==> config.mk <==
export PLATFORM = sky130hd
export DESIGN_NAME = srrm_register_map
export DESIGN_NICKNAME = d
export VERILOG_FILES = /design/src/rtl/srrm_pkg.sv /design/src/rtl/srrm_register_map.sv
export SDC_FILE = /design/constraint.sdc
export NUM_CORES = 1
export LEC_CHECK = 0
export BUFFER_PORTS_ARGS = -buffer_cell sky130_fd_sc_hd__buf_2
export CAP_MARGIN = 10
export CORE_MARGIN = 2
export CORE_UTILIZATION = 59
export DETAILED_ROUTE_END_ITERATION = 6
export HOLD_SLACK_MARGIN = 0.12
export PLACE_DENSITY_LB_ADDON = 0.2
export SLEW_MARGIN = 20
export SYNTH_ARGS = -nofsm -noshare
export SYNTH_HDL_FRONTEND = slang
export SYNTH_SLANG_ARGS = --single-unit
export TNS_END_PERCENT = 10
==> constraint.sdc <==
create_clock -name clk -period 7.46 [get_ports clk]
set_input_delay 0 -clock clk [delete_from_list [all_inputs] [get_ports clk]]
set_output_delay 0 -clock clk [all_outputs]
set_load 0.1 [all_outputs]
==> src/rtl/srrm_pkg.sv <==
package srrm_pkg;
   // Register byte addresses
   localparam logic [7:0] ADDR_RATIO_FLAGS   = 8'h15;
   localparam logic [7:0] ADDR_ANGLE_LO      = 8'h16;
   localparam logic [7:0] ADDR_ANGLE_HI      = 8'h17;
   localparam logic [7:0] ADDR_INTERVAL      = 8'h18;
   localparam logic [7:0] ADDR_COUNT_BASE    = 8'h20;
   localparam logic [7:0] ADDR_LTA_BASE      = 8'h30;
   localparam logic [7:0] ADDR_FE_SEL0       = 8'h40;
   localparam logic [7:0] ADDR_FE_SEL1       = 8'h41;
   localparam logic [7:0] ADDR_IRQ_STATUS    = 8'h60;
   localparam logic [7:0] ADDR_IRQ_MASK      = 8'h61;
   // Field positions of the ratio flags
   localparam int BIT_MOVE_FULL  = 2;
   localparam int BIT_DEN_SET    = 1;
   localparam int BIT_NUM_SET    = 0;
   // Reset values and angle limit
   localparam logic [7:0] RST_INTERVAL = 8'h00;
   localparam logic [7:0] RST_FE_SEL   = 8'h00;
   localparam logic [7:0] RST_IRQ_MASK = 8'h00;
   localparam logic [15:0] ANGLE_MAX   = 16'h0168;
   // Sensor mode codes
   typedef enum logic [3:0] {
      SRRM_MODE_SELF_CAP = 4'b0000,
      SRRM_MODE_MUT_IND  = 4'b1001
   } srrm_mode_t;
   // Front-end select layout
   typedef struct packed {
      logic [3:0] mode;
      logic [1:0] txSel;
      logic [1:0] rxSel;
   } srrm_fesel_t;
   // Electrode drive per channel
   typedef struct packed {
      logic       selfCap;
      logic       mutInd;
      logic [1:0] txEn;
      logic [1:0] rxEn;
   } srrm_fe_t;
endpackage

==> src/rtl/srrm_register_map.sv <==
`timescale 1ns/10ps
`default_nettype none
// Function
// - Bit 2 shows movement counter full
// - Bit 1 high when max denominator changes
// - Bit 0 high when max numerator changes
// - Filtered angle read-only, 0 to 360
// - Angle high byte at higher address
// - Interval number readable and writable
// - Per-channel 16-bit count result, read-only
// - Per-channel 16-bit long-term average, read-only
// - Mode code 0000 selects self capacitive
// - Mode code 1001 selects mutual inductive
// - Transmit select 00 disables both transmitters
// - Receive select enables electrodes per code
module srrm_register_map #(
   parameter int NUM_CNT = 6,
   parameter int NUM_LTA = 2
) (
   input  wire logic                  clk,
   input  wire logic                  rst_b,
   input  wire logic [7:0]            regAddr,
   input  wire logic [7:0]            regWdata,
   input  wire logic                  regWr,
   input  wire logic                  regRd,
   output logic      [7:0]            regRdata,
   input  wire logic                  moveCntFull,
   input  wire logic [15:0]           maxNum,
   input  wire logic [15:0]           maxDen,
   input  wire logic [15:0]           angleIn,
   input  wire logic [NUM_CNT*16-1:0] countIn,
   input  wire logic [NUM_LTA*16-1:0] ltaIn,
   input  wire logic                  resultStb,
   input  wire logic                  intervalStb,
   input  wire logic [7:0]            intervalIn,
   output srrm_pkg::srrm_fe_t         frontEnd0,
   output srrm_pkg::srrm_fe_t         frontEnd1,
   output logic      [7:0]            intervalNum,
   output logic                       irq
);
   // Registers
   logic [7:0]            ratioFlags_r;
   logic [15:0]           maxNumPrev_r;
   logic [15:0]           maxDenPrev_r;
   logic [15:0]           angle_r;
   logic [NUM_CNT*16-1:0] count_r;
   logic [NUM_LTA*16-1:0] lta_r;
   logic [7:0]            interval_r;
   logic [7:0]            feSel0_r;
   logic [7:0]            feSel1_r;
   logic [7:0]            irqStat_r;
   logic [7:0]            irqMask_r;
   logic [7:0]            prevFlags_r;
   logic                  hiPending_r;
   logic [7:0]            hiShadow_r;
   logic [7:0]            rdata_r;
   logic                  irq_r;
   srrm_pkg::srrm_fe_t    fe0_r;
   srrm_pkg::srrm_fe_t    fe1_r;

   // Next values and decode
   logic [7:0]            ratioFlags_nxt;
   logic [7:0]            irqStat_nxt;
   logic [7:0]            rdMux;
   logic                  rdLoByte;
   logic [15:0]           rdWord;
   logic                  inCount;
   logic                  inLta;
   logic [7:0]            cntOff;
   logic [7:0]            ltaOff;
   logic [15:0]           angleClamp;
   logic                  holdResults;
   srrm_pkg::srrm_fe_t    fe0_nxt;
   srrm_pkg::srrm_fe_t    fe1_nxt;
   logic                  denChanged;
   logic                  numChanged;
   logic [15:0]           cntWord;
   logic [15:0]           ltaWord;
   logic [7:0]            angleHiByte;
   logic [7:0]            risingFlags;
   logic                  irq_nxt;

   // Access strobes and pairing
   logic                  wrInterval;
   logic                  wrFeSel0;
   logic                  wrFeSel1;
   logic                  wrIrqMask;
   logic                  rdIrqStatus;
   logic                  rdLoCapture;
   logic                  resultLoad;
   logic [7:0]            hiShadow_nxt;
   logic [7:0]            rdata_nxt;

   // Per-channel select decode
   logic [7:0]            feSelArr [2];
   srrm_pkg::srrm_fe_t    feNxtArr [2];

   // Ratio flags from live monitors
   assign denChanged = (maxDen != maxDenPrev_r);
   assign numChanged = (maxNum != maxNumPrev_r);
   always_comb begin
      ratioFlags_nxt = 8'h00;
      ratioFlags_nxt[srrm_pkg::BIT_MOVE_FULL] = moveCntFull;
      ratioFlags_nxt[srrm_pkg::BIT_DEN_SET]   = denChanged;
      ratioFlags_nxt[srrm_pkg::BIT_NUM_SET]   = numChanged;
   end

   // Rising flags become sticky interrupt events
   assign risingFlags = ratioFlags_r & ~prevFlags_r;
   assign rdIrqStatus = regRd && (regAddr == srrm_pkg::ADDR_IRQ_STATUS);
   assign irqStat_nxt = rdIrqStatus ? risingFlags
                                    : (irqStat_r | risingFlags);
   assign irq_nxt     = |(irqStat_nxt & irqMask_r);

   // Angle saturates to the legal span
   assign angleClamp = (angleIn > srrm_pkg::ANGLE_MAX) ? srrm_pkg::ANGLE_MAX
                                                       : angleIn;

   // Results freeze while a high byte is owed to the host
   assign holdResults = hiPending_r;

   // Address classification for 16-bit results
   assign cntOff  = regAddr - srrm_pkg::ADDR_COUNT_BASE;
   assign ltaOff  = regAddr - srrm_pkg::ADDR_LTA_BASE;
   assign inCount = (regAddr >= srrm_pkg::ADDR_COUNT_BASE) &&
                    (cntOff < 8'(2*NUM_CNT));
   assign inLta   = (regAddr >= srrm_pkg::ADDR_LTA_BASE) &&
                    (ltaOff < 8'(2*NUM_LTA));
   assign rdLoByte = inCount ? ~cntOff[0] : ~ltaOff[0];
   assign cntWord  = count_r[16*cntOff[7:1] +: 16];
   assign ltaWord  = lta_r[16*ltaOff[7:1] +: 16];
   assign rdWord   = inCount ? cntWord : ltaWord;
   assign angleHiByte = hiPending_r ? hiShadow_r : angle_r[15:8];

   // Read data multiplexer
   always_comb begin
      rdMux = 8'h00;
      if (inCount || inLta) begin
         if (rdLoByte) begin
            rdMux = rdWord[7:0];
         end else if (hiPending_r) begin
            rdMux = hiShadow_r;
         end else begin
            rdMux = rdWord[15:8];
         end
      end else begin
         case (regAddr)
            srrm_pkg::ADDR_RATIO_FLAGS: rdMux = ratioFlags_r;
            srrm_pkg::ADDR_ANGLE_LO:    rdMux = angle_r[7:0];
            srrm_pkg::ADDR_ANGLE_HI:    rdMux = angleHiByte;
            srrm_pkg::ADDR_INTERVAL:    rdMux = interval_r;
            srrm_pkg::ADDR_FE_SEL0:     rdMux = feSel0_r;
            srrm_pkg::ADDR_FE_SEL1:     rdMux = feSel1_r;
            srrm_pkg::ADDR_IRQ_STATUS:  rdMux = irqStat_r;
            srrm_pkg::ADDR_IRQ_MASK:    rdMux = irqMask_r;
            default:                    rdMux = 8'h00;
         endcase
      end
   end

   // Host write decode
   assign wrInterval = regWr && (regAddr == srrm_pkg::ADDR_INTERVAL);
   assign wrFeSel0   = regWr && (regAddr == srrm_pkg::ADDR_FE_SEL0);
   assign wrFeSel1   = regWr && (regAddr == srrm_pkg::ADDR_FE_SEL1);
   assign wrIrqMask  = regWr && (regAddr == srrm_pkg::ADDR_IRQ_MASK);

   // Low-byte reads owe the matching high byte
   assign rdLoCapture  = regRd && (regAddr == srrm_pkg::ADDR_ANGLE_LO ||
                                   ((inCount || inLta) && rdLoByte));
   assign hiShadow_nxt = (regAddr == srrm_pkg::ADDR_ANGLE_LO) ? angle_r[15:8]
                                                              : rdWord[15:8];
   assign resultLoad   = resultStb && !holdResults;
   assign rdata_nxt    = regRd ? rdMux : 8'h00;

   // One decoder per channel select register
   assign feSelArr[0] = feSel0_r;
   assign feSelArr[1] = feSel1_r;
   for (genvar ch = 0; ch < 2; ch++) begin : g_fe
      srrm_pkg::srrm_fesel_t selFld;
      logic                  modeSelf;
      logic                  modeInd;
      logic [1:0]            txOn;
      logic [1:0]            rxOn;

      // Unknown mode codes leave both mode lines low
      assign selFld   = feSelArr[ch];
      assign modeSelf = (selFld.mode == srrm_pkg::SRRM_MODE_SELF_CAP);
      assign modeInd  = (selFld.mode == srrm_pkg::SRRM_MODE_MUT_IND);
      // Nonzero transmit codes pass through unchanged
      assign txOn     = (selFld.txSel == 2'b00) ? 2'b00 : selFld.txSel;
      assign rxOn     = {selFld.rxSel[1], selFld.rxSel[0]};
      assign feNxtArr[ch] = {modeSelf, modeInd, txOn, rxOn};
   end
   assign fe0_nxt = feNxtArr[0];
   assign fe1_nxt = feNxtArr[1];

   // Ratio flags, one cycle behind the monitors
   // so that a change is seen against a stable history
   always_ff @(posedge clk) begin
      if (!rst_b) begin
         ratioFlags_r <= 8'h00;
      end else begin
         ratioFlags_r <= ratioFlags_nxt;
      end
   end

   // Flag history for edge detection
   always_ff @(posedge clk) begin
      if (!rst_b) begin
         prevFlags_r <= 8'h00;
      end else begin
         prevFlags_r <= ratioFlags_r;
      end
   end

   // Numerator history; a nonzero value right after reset
   // shows up as one change
   always_ff @(posedge clk) begin
      if (!rst_b) begin
         maxNumPrev_r <= 16'h0000;
      end else begin
         maxNumPrev_r <= maxNum;
      end
   end

   // Denominator history
   always_ff @(posedge clk) begin
      if (!rst_b) begin
         maxDenPrev_r <= 16'h0000;
      end else begin
         maxDenPrev_r <= maxDen;
      end
   end

   // Angle capture, already clamped
   // to the legal span before it is stored
   always_ff @(posedge clk) begin
      if (!rst_b) begin
         angle_r <= 16'h0000;
      end else if (resultLoad) begin
         angle_r <= angleClamp;
      end
   end

   // Count results capture
   always_ff @(posedge clk) begin
      if (!rst_b) begin
         count_r <= '0;
      end else if (resultLoad) begin
         count_r <= countIn;
      end
   end

   // Long-term average capture
   always_ff @(posedge clk) begin
      if (!rst_b) begin
         lta_r <= '0;
      end else if (resultLoad) begin
         lta_r <= ltaIn;
      end
   end

   // High byte owed; results stay frozen until the next read that is not a low-byte read,
   // so a host that stops after a low byte stalls the results
   always_ff @(posedge clk) begin
      if (!rst_b) begin
         hiPending_r <= 1'b0;
      end else if (rdLoCapture) begin
         hiPending_r <= 1'b1;
      end else if (regRd) begin
         hiPending_r <= 1'b0;
      end
   end

   // High byte snapshot taken with the low byte
   always_ff @(posedge clk) begin
      if (!rst_b) begin
         hiShadow_r <= 8'h00;
      end else if (rdLoCapture) begin
         hiShadow_r <= hiShadow_nxt;
      end
   end

   // Interval number; a host write wins
   // over an engine load in the same cycle
   always_ff @(posedge clk) begin
      if (!rst_b) begin
         interval_r <= srrm_pkg::RST_INTERVAL;
      end else if (wrInterval) begin
         interval_r <= regWdata;
      end else if (intervalStb) begin
         interval_r <= intervalIn;
      end
   end

   // Channel 0 select register
   always_ff @(posedge clk) begin
      if (!rst_b) begin
         feSel0_r <= srrm_pkg::RST_FE_SEL;
      end else if (wrFeSel0) begin
         feSel0_r <= regWdata;
      end
   end

   // Channel 1 select register
   always_ff @(posedge clk) begin
      if (!rst_b) begin
         feSel1_r <= srrm_pkg::RST_FE_SEL;
      end else if (wrFeSel1) begin
         feSel1_r <= regWdata;
      end
   end

   // Interrupt mask
   always_ff @(posedge clk) begin
      if (!rst_b) begin
         irqMask_r <= srrm_pkg::RST_IRQ_MASK;
      end else if (wrIrqMask) begin
         irqMask_r <= regWdata;
      end
   end

   // Sticky status; an edge in the clearing cycle
   // survives the read so no event is lost
   always_ff @(posedge clk) begin
      if (!rst_b) begin
         irqStat_r <= 8'h00;
      end else begin
         irqStat_r <= irqStat_nxt;
      end
   end

   // Level interrupt
   always_ff @(posedge clk) begin
      if (!rst_b) begin
         irq_r <= 1'b0;
      end else begin
         irq_r <= irq_nxt;
      end
   end

   // Read data, zero outside the answer cycle
   // so idle bus values carry no stale bytes
   always_ff @(posedge clk) begin
      if (!rst_b) begin
         rdata_r <= 8'h00;
      end else begin
         rdata_r <= rdata_nxt;
      end
   end

   // Channel 0 electrode drive
   always_ff @(posedge clk) begin
      if (!rst_b) begin
         fe0_r <= '0;
      end else begin
         fe0_r <= fe0_nxt;
      end
   end

   // Channel 1 electrode drive
   always_ff @(posedge clk) begin
      if (!rst_b) begin
         fe1_r <= '0;
      end else begin
         fe1_r <= fe1_nxt;
      end
   end

   // Registered outputs
   assign regRdata    = rdata_r;
   assign frontEnd0   = fe0_r;
   assign frontEnd1   = fe1_r;
   assign intervalNum = interval_r;
   assign irq         = irq_r;
endmodule // srrm_register_map
`default_nettype wire
# After elaboration in Yosys (flattened, before gate mapping)
# Cells that the tools add are included.
# totals
reg_bits	262
latchBits	0
ramBits	0
rom_bits	0
input_bits	207
mem_count	0
# op_classes
n_addsub	2
multipliers	0
div	0
n_lt_le_gt_ge	5
eq_ne	12
shifts	2
muxes	14
n_bitwise	7
reduce_logical	23
# ops
cell	n
indexed part select 96 x 12 -> 16 bit	1
2-to-1 mux 8 bit	8
one-hot mux 8 bit (8 select lines)	1
equality test 8 x 5 -> 1 bit (second input constant)	4
equality test 8 x 7 -> 1 bit (second input constant)	4
2-to-1 mux 16 bit	2
inequality test 16 bit	2
indexed part select 32 x 12 -> 16 bit	1
AND 8 bit	2
>= comparator 8 x 6 -> 1 bit (second input constant)	2
> comparator 16 x 9 -> 1 bit (second input constant)	1
subtractor 8 x 6 -> 8 bit (second input constant)	2
logical AND 1 bit	10
equality test 4 bit (second input constant)	2
zero test 4 bit	2
< comparator 8 x 3 -> 1 bit (second input constant)	1
< comparator 8 x 4 -> 1 bit (second input constant)	1
NOT 8 bit	1
bitwise OR 8 bit	1
OR reduction 8 bit	1
zero test 2 bit	2
nonzero test 2 bit	2
OR reduction 2 bit	2
2-to-1 mux 1 bit	3
4 further kinds	7

# Depth between registers and ports, before layout
# Gate-level depths: netlist of run 1.
# depth
ltp_word	8
ltp_mapped	12
depth_no_buf	8

# Worst setup path after synthesis of run 1
# Ideal clock, no wire load.
# synth_path
path_kind	input to register
from	in regAddr[5]
to	reg hiShadow_r[0]
setup_ns	0.116
arrival_time_ns	2.443
required_ns	7.344
path_slack_ns	4.901
path_stages	12
path_cell_list	buf_2 -> buf_1 -> inv_1 -> ha_1 -> and3b_1 -> and3_1 -> buf_2 -> a41oi_1 -> a211oi_1 -> buf_2 -> nand2_1 -> o211a_1
# synth_via
elab_chain_cells	7
word_cells_on_any_way	18
cone_classes	add/sub (2); order compare (4); eq/ne (1); shift (2); mux (3); reduce/logical (6)
# synth_rtl
element	line	source
from (decl)	srrm_register_map.sv:22	input wire logic [7:0] regAddr,
parallel branches: the longest is 7 deep, another holds subtractor 8 x 6 -> 8 bit	--	
to (signal assigned)	srrm_register_map.sv:280	hiShadow_r <= hiShadow_nxt;
to (decl)	srrm_register_map.sv:55	logic [7:0] hiShadow_r;
# Parallel ways; which one is timed is not known.
# A chain may end at the register's enable or synchronous reset.

# Worst setup path after layout of run 1
# layout_path
from	reg hiPending_r
to	reg count_r[58]
# layout_via
elab_chain_cells	2
# layout_rtl
element	line	source
from (decl)	srrm_register_map.sv:54	logic hiPending_r;
from (signal assigned)	srrm_register_map.sv:267	hiPending_r <= 1'b0;
from (signal assigned)	srrm_register_map.sv:269	hiPending_r <= 1'b1;
from (signal assigned)	srrm_register_map.sv:271	hiPending_r <= 1'b0;
zero test 1 bit	srrm_register_map.sv:172	assign resultLoad = resultStb && !holdResults;
logical AND 1 bit	srrm_register_map.sv:172	
to (signal assigned)	srrm_register_map.sv:250	count_r <= countIn;
to (decl)	srrm_register_map.sv:46	logic [NUM_CNT*16-1:0] count_r;
# Every way passes these cells.

==> flow_summary.yaml, run 1 <==
sta:
  hold_viol: 0
  setup_viol: 0
  setup_tns_ps: 0
  clock_skew_ps: 13.2
  finalMaxSlewViolations: 0
  finalWorstSetupSlack_ps: 4380
  holdWs_ps: 170
  max_freq_mhz: 325
  rsz0062_at_grt: "false"
  tightest_slew_ps: 1040
  period_needed_ps: 3080
  maxSlewHeadroom: 0.306
  fin_crit_sh: 0.413
floorplanning:
  die_h_microns: 142
  core_sq_um: 18600
  row_count: 50
  die_area_sq_um: 20100
  die-width_microns: 142
  pin_count: 236
  initial_core_util: 0.601
placed_design:
  dp_cells: 1684
  hpwlAfterDp_mm: 20.3
  place_congestion: 0.915
  place_ws_ps: 4480
  port_buffers: 235
logic_synthesis:
  ys_ff_latch: 252
  ys.flop_type: "dfxtp_1"
  async_flop_share: 0
  synth_fp_nets: 1511
  synth_cells: 1302
  ys_warn_count: 0
  synth_area_leader_cell: "dfxtp_1"
  yosysTopAreaCellShare: 0.450
  synth.avg_cell_area_sq_um: 8.60
  synth_area_leaders: "dfxtp_1 45%, nand2_1 11%, a21boi_0 9.7%, mux2i_1 6.9%, and2_1 2.5%"
  yosysSeqAreaShare: 0.450
  synth_area_sq_um: 11200
  synth-edff-count: 0
  yosysUniqueCellTypes: 65
detailed_routing:
  wirelength_mm: 36.6
  dr.pass1.iters: 6
  vias: 11100
  wire_per_inst_microns: 18.9
  via_per_inst: 5.74
  route.detailed.drc: 0
  ant_nets: 0
  drt_iter0_drc: 1042
layout:
  layout.filler_cells: 1109
  final_util: 0.822
  multiInputGateArea_sq_um: 5760
  layout-drive-gt1-share: 0.182
  final_nets: 1892
  syn2layout_area_growth_pct: 36.9
  seq_area_sq_um: 5040
  finalNonFillerCells: 1938
grt:
  antenna_found_initial: 1
  grt_pass1_vias: 11100
  grt_max_degree: 130
  grt_util_all_layers: 0.357
  grt_overflow: 0
  grt_pass1_wl_mm: 57.2
clock_network:
  numCtsBuffers: 26
  cts.clk_slew.worst_paths_ps: 70
  clock_latency_ps: 530
  cts_setup_buffers: 0
  cts_tree: "yes"
  htree_levels: 1
  ctsHoldBuffers: 205
  cts.path.max_buffers: 3
  post_cts_resized: 0
  clockRootBuffer: "clkbuf_16"
  clock-sinks: 252
pwr:
  p_leak_uw: 0.00652
  pwr-share-clk: 0.422
  power.density_nw_per_um2: 210
  p_int_uw: 2410
  sequentialPowerShare: 0.447
  sw_frac_of_total: 0.248
  combPwrFrac: 0.131
  vdd_ir_drop_max_mv: 0.177
  net-switching-power_uw: 798
min_path:
  hold_class: "input port to flop"
worst_setup_path:
  cp_max_fo: 89
  arrival_ps: 3480
  end_kind: "flop"
  required_ps: 7860
  start_kind: "flop"
  crit_type: "flop to flop"
  regToRegSetupSlack_ps: 4380
outcome:
  outcome: "finished, final reports clean"
run:
  maxCapViolations: 0
==> logic make-up (layout without fill, tap and decap cells) <==
group | after synthesis | after routing | synth area share
AND/OR/NAND/NOR | 527 | 527 | 0.212
AO/OA/AOI/OAI | 295 | 295 | 0.193
flip-flops | 252 | 252 | 0.450
buffers and inverters | 105 | 504 | 0.0364
multiplexers | 87 | 87 | 0.0799
XOR/XNOR | 34 | 34 | 0.0266
adder cells (fa/ha/maj) | 2 | 2 | 0.00223
other | 0 | 3 | 0
==> sequential cells by signal, indices dropped and copies added, names as in the netlist <==
signal,flops
angle_r,16
count_r,96
feSel0_r,8
feSel1_r,8
frontEnd0,6
frontEnd1,6
hiPending_r,1
hiShadow_r,8
intervalNum,8
irq,1
irqMask_r,8
irqStat_r,8
lta_r,32
maxDenPrev_r,16
maxNumPrev_r,16
prevFlags_r,3
ratioFlags_r,3
regRdata,8
==> critical path, stage by stage, from the launching register on <==
cell and delay (ps):
dfxtp_1 980, nand2b_4 640, buf_4 800, nand2_1 160, a21boi_0 350
==> power by group through the flow <==
stage / combinational [uW] / clock, uW / sequential [uW]
2_1_floorplan: 180 / 0 / 1480
5_1_grt: 452 / 1420 / 1440
4_1_cts: 399 / 1360 / 1430
3_5_place_dp: 316 / 0 / 1460
3_3_place_gp: 311 / 0 / 1460
6_report: 421 / 1360 / 1440
==> stage by stage <==
| stage | area, sq um | power (uW) |
|---|---|---|
| 3_5_place_dp | 12400 | 1780 |
| 4_1_cts | 15300 | 3190 |
| 6_report | 15300 | 3210 |
| 5_1_grt | 15300 | 3310 |
| 3_3_place_gp | 12400 | 1770 |
| 2_1_floorplan | 11200 | 1660 |
==> final cells by class <==
class | count | share of cell area
sequential | 252 | 0.329
clock buffer | 34 | 0.0490
timing repair buffer | 448 | 0.215
tap | 234 | 0.0191
clock inverter | 12 | 0.00938
inverter | 10 | 0.00245
multi-input combinational | 945 | 0.376
antenna | 3 | 0.000490
==> synthesized netlist by cell type (all sizes together) (4+ instances only) <==
cell type and n:
nand2 330, dfxtp 252, a21boi 145, mux2i 77, clkbuf 73, and2 45, nor2 32, a21oi 29
o21ai 29, nor3 26, buf 22, nand3 21, xnor2 17, xor2 17, and3 16, nor2b 14
o211a 14, nand2b 12, inv 10, o22ai 10, mux2 9, nand4 9, a22oi 8, o211ai 8
nor4 6, a211oi 5, a31oi 4, o2111ai 4, o221ai 4, o31a 4, o32ai 4
==> routing by layer <==
metal	global-route usage	wire, microns	vias up
li1	-	-	5236
met1	0.455	14800	5196
met2	0.610	17600	568
met3	0.0503	2740	115
met4	0.144	1440	0
met5	0	0	-
==> path summary, 6_finish.rpt <==
check              start          end  cells past startpoint
max          hiPending_r  count_r[58]                      4
min           regAddr[4]  feSel1_r[4]                      6
max reg2reg  hiPending_r  count_r[58]                      4
min reg2reg  count_r[51]  count_r[51]                      2
==> cells in the final DEF, fill, tap and decap left out, types with 11 or more instances in the layout <==
cell type and count:
a21oi_1 29, o21ai_0 29, nor2b_1 13, nand3_1 21, xor2_1 17, o211a_1 14
nor2_1 31, nor3_1 25, clkbuf_16 27, buf_2 234, and2_1 45, nand2_1 330
and3_1 16, dfxtp_1 252, nand2b_1 11, mux2i_1 77, dlygate4sd3_1 205, xnor2_1 17
a21boi_0 145
(Power assumes the default switching activity.)
==> run 2, diff against run 1 <==
Settings changed: CORE_UTILIZATION 59 to 55.
Clock period 7.46 ns to 3.2 ns, I/O delays scaled along.
==> run 2 against run 1 <==
Cell count is 3.4% higher. Combinational power increased by 140%. Highest routed layer unchanged. Critical path depth is 1 higher. Register-to-register slack worse by 3900 ps. Critical endpoint is now angle_r[8]. Worst hold slack lost 25 ps. Non-clock buffer count grew 27. Worst setup slack got worse by 3900 ps. Clock-buffer cell count rose by 7. Wire length up 5.7%. Power is 140% higher. Largest cell class unchanged.
==> flow_summary.yaml, run 2 (synthesized netlist as in run 1, its figures left out) <==
grt:
  grt_util_all_layers: 0.349
  grt_max_degree: 125
  grt_overflow: 0
  grt_pass1_vias: 11400
  grt_pass1_wl_mm: 60.0
  antenna_found_initial: 1
worst_setup_path:
  reg2reg_depth: 5
  r2r_end: "angle_r[8]"
  end_kind: "flop"
  worstReg2RegStart: "hiPending_r"
  start_kind: "flop"
  required_ps: 3610
  cp_max_fo: 26
  regToRegSetupSlack_ps: 450
  crit_start: "hiPending_r"
  crit_type: "flop to flop"
  endpoint: "angle_r[8]"
  arrival_ps: 3170
sta:
  finalMaxSlewViolations: 0
  tightest_slew_ps: 1050
  clock_skew_ps: 12.7
  finalWorstSetupSlack_ps: 447
  hold_viol: 0
  setup_tns_ps: 0
  setup_viol: 0
  rsz0062_at_grt: "false"
  max_freq_mhz: 363
  period_needed_ps: 2750
  maxSlewHeadroom: 0.300
  fin_crit_sh: 0.860
pwr:
  pwr-share-clk: 0.422
  p_int_uw: 5690
  sequentialPowerShare: 0.443
  net-switching-power_uw: 1880
  p_leak_uw: 0.00665
  power.density_nw_per_um2: 483
  combPwrFrac: 0.135
  vdd_ir_drop_max_mv: 0.298
  sw_frac_of_total: 0.248
detailed_routing:
  vias: 11400
  drt_iter0_drc: 889
  via_per_inst: 5.67
  ant_nets: 0
  route.detailed.drc: 0
  wirelength_mm: 38.7
  dr.pass1.iters: 5
  wire_per_inst_microns: 19.3
placed_design:
  place_ws_ps: 828
  hpwlAfterDp_mm: 22.1
  place_congestion: 0.925
  dp_cells: 1730
  port_buffers: 235
layout:
  syn2layout_area_growth_pct: 40.1
  reg_top3: "count_r: 96 flops, lta_r: 32 flops"
  layout.filler_cells: 1308
  top_register: "count_r"
  largest_reg_flops: 96
  final_nets: 1919
  layout_common_cells: "330 x nand2_1, 252 x dfxtp_1, 234 x buf_2"
  final_common_cell: "nand2_1"
  finalNonFillerCells: 2003
  layout-drive-gt1-share: 0.185
clock_network:
  cts_setup_buffers: 0
  post_cts_resized: 0
  cts_tree: "yes"
  htree_levels: 1
  numCtsBuffers: 26
  clock_latency_ps: 530
  cts.clk_slew.worst_paths_ps: 70
  clockRootBuffer: "clkbuf_16"
  cts.path.max_buffers: 3
  clock-sinks: 252
floorplanning:
  core_sq_um: 20100
  die-width_microns: 147
  die_h_microns: 147
  row_count: 52
  pin_count: 236
  die_area_sq_um: 21500
  initial_core_util: 0.557
run:
  maxCapViolations: 0
outcome:
  outcome: "finished, final reports clean"
min_path:
  hold_class: "input port to flop"
==> run 2: cell types whose count changed in the layout (fill, tap and decap cells not counted), sizes merged <==
cell	before	now
inv	11	10
buf	243	253
dlygate4sd3	205	222
clkbuf	34	41
clkinv	6	5
clkinvlp	2	0
bufinv	3	2
==> run 2: worst min-delay path by stage <==
stage	startpoint	to	slack [ps]	depth (start not counted)
final	regAddr[4]	regRdata[2]	140	5
after global placement	moveCntFull	ratioFlags_r[2]	210	2
after detailed placement	moveCntFull	ratioFlags_r[2]	210	2
after global routing	regAddr[4]	regRdata[2]	220	5
after CTS	regAddr[4]	regRdata[2]	130	5
after floorplan	maxDen[0]	maxDenPrev_r[0]	120	1
==> run 2: power groups by stage <==
stage	combinational [uW]	clock, uW	sequential (uW)
6_report	1020	3200	3350
5_1_grt	1090	3350	3360
2_1_floorplan	419	0	3450
3_3_place_gp	749	0	3410
3_5_place_dp	759	0	3410
4_1_cts	971	3210	3340
==> run 2: through the flow <==
stage / hold slack [ps] / total power, uW / utilization / cell area [sq um]
finish: 145 / 7570 / 0.780 / 15700
global route: 215 / 7810 / 0.780 / 15700
CTS: 127 / 7530 / 0.780 / 15700
detailed placement: 211 / 4170 / 0.624 / 12500
global placement: 208 / 4160 / 0.624 / 12500
floorplan: 122 / 3870 / - / 11200
==> run 2: metal layers <==
metal | track usage | vias to the layer above | part of all wire
li1 | - | 5300 | -
met1 | 0.429 | 5374 | 0.39
met2 | 0.608 | 554 | 0.50
met3 | 0.0534 | 128 | 0.074
met4 | 0.151 | 0 | 0.041
met5 | 0 | - | 0
==> run 2: cell type report <==
type                       count  area, sq um  area share
multi-input combinational    945         5760       0.367
sequential                   252         5040       0.322
timing repair buffer         475         3590       0.229
clock buffer                  41          828      0.0528
tap                          270          338      0.0215
clock inverter                 7         85.1     0.00542
inverter                      10         37.5     0.00239
antenna                        3         7.51    0.000478
==> run 2: worst max-delay path: stages (launching register included) <==
cell	delay, ps
dfxtp_1	560
nor2b_4	680
nand2_1	110
dlygate4sd3_1	600
o211a_1	120
dlygate4sd3_1	550
==> run 2: timing repair <==
item / CTS / global route
hold buffers: 222 / 0
endpoints found under the hold margin: 213 / 0
setup endpoints to repair: 0 / 0
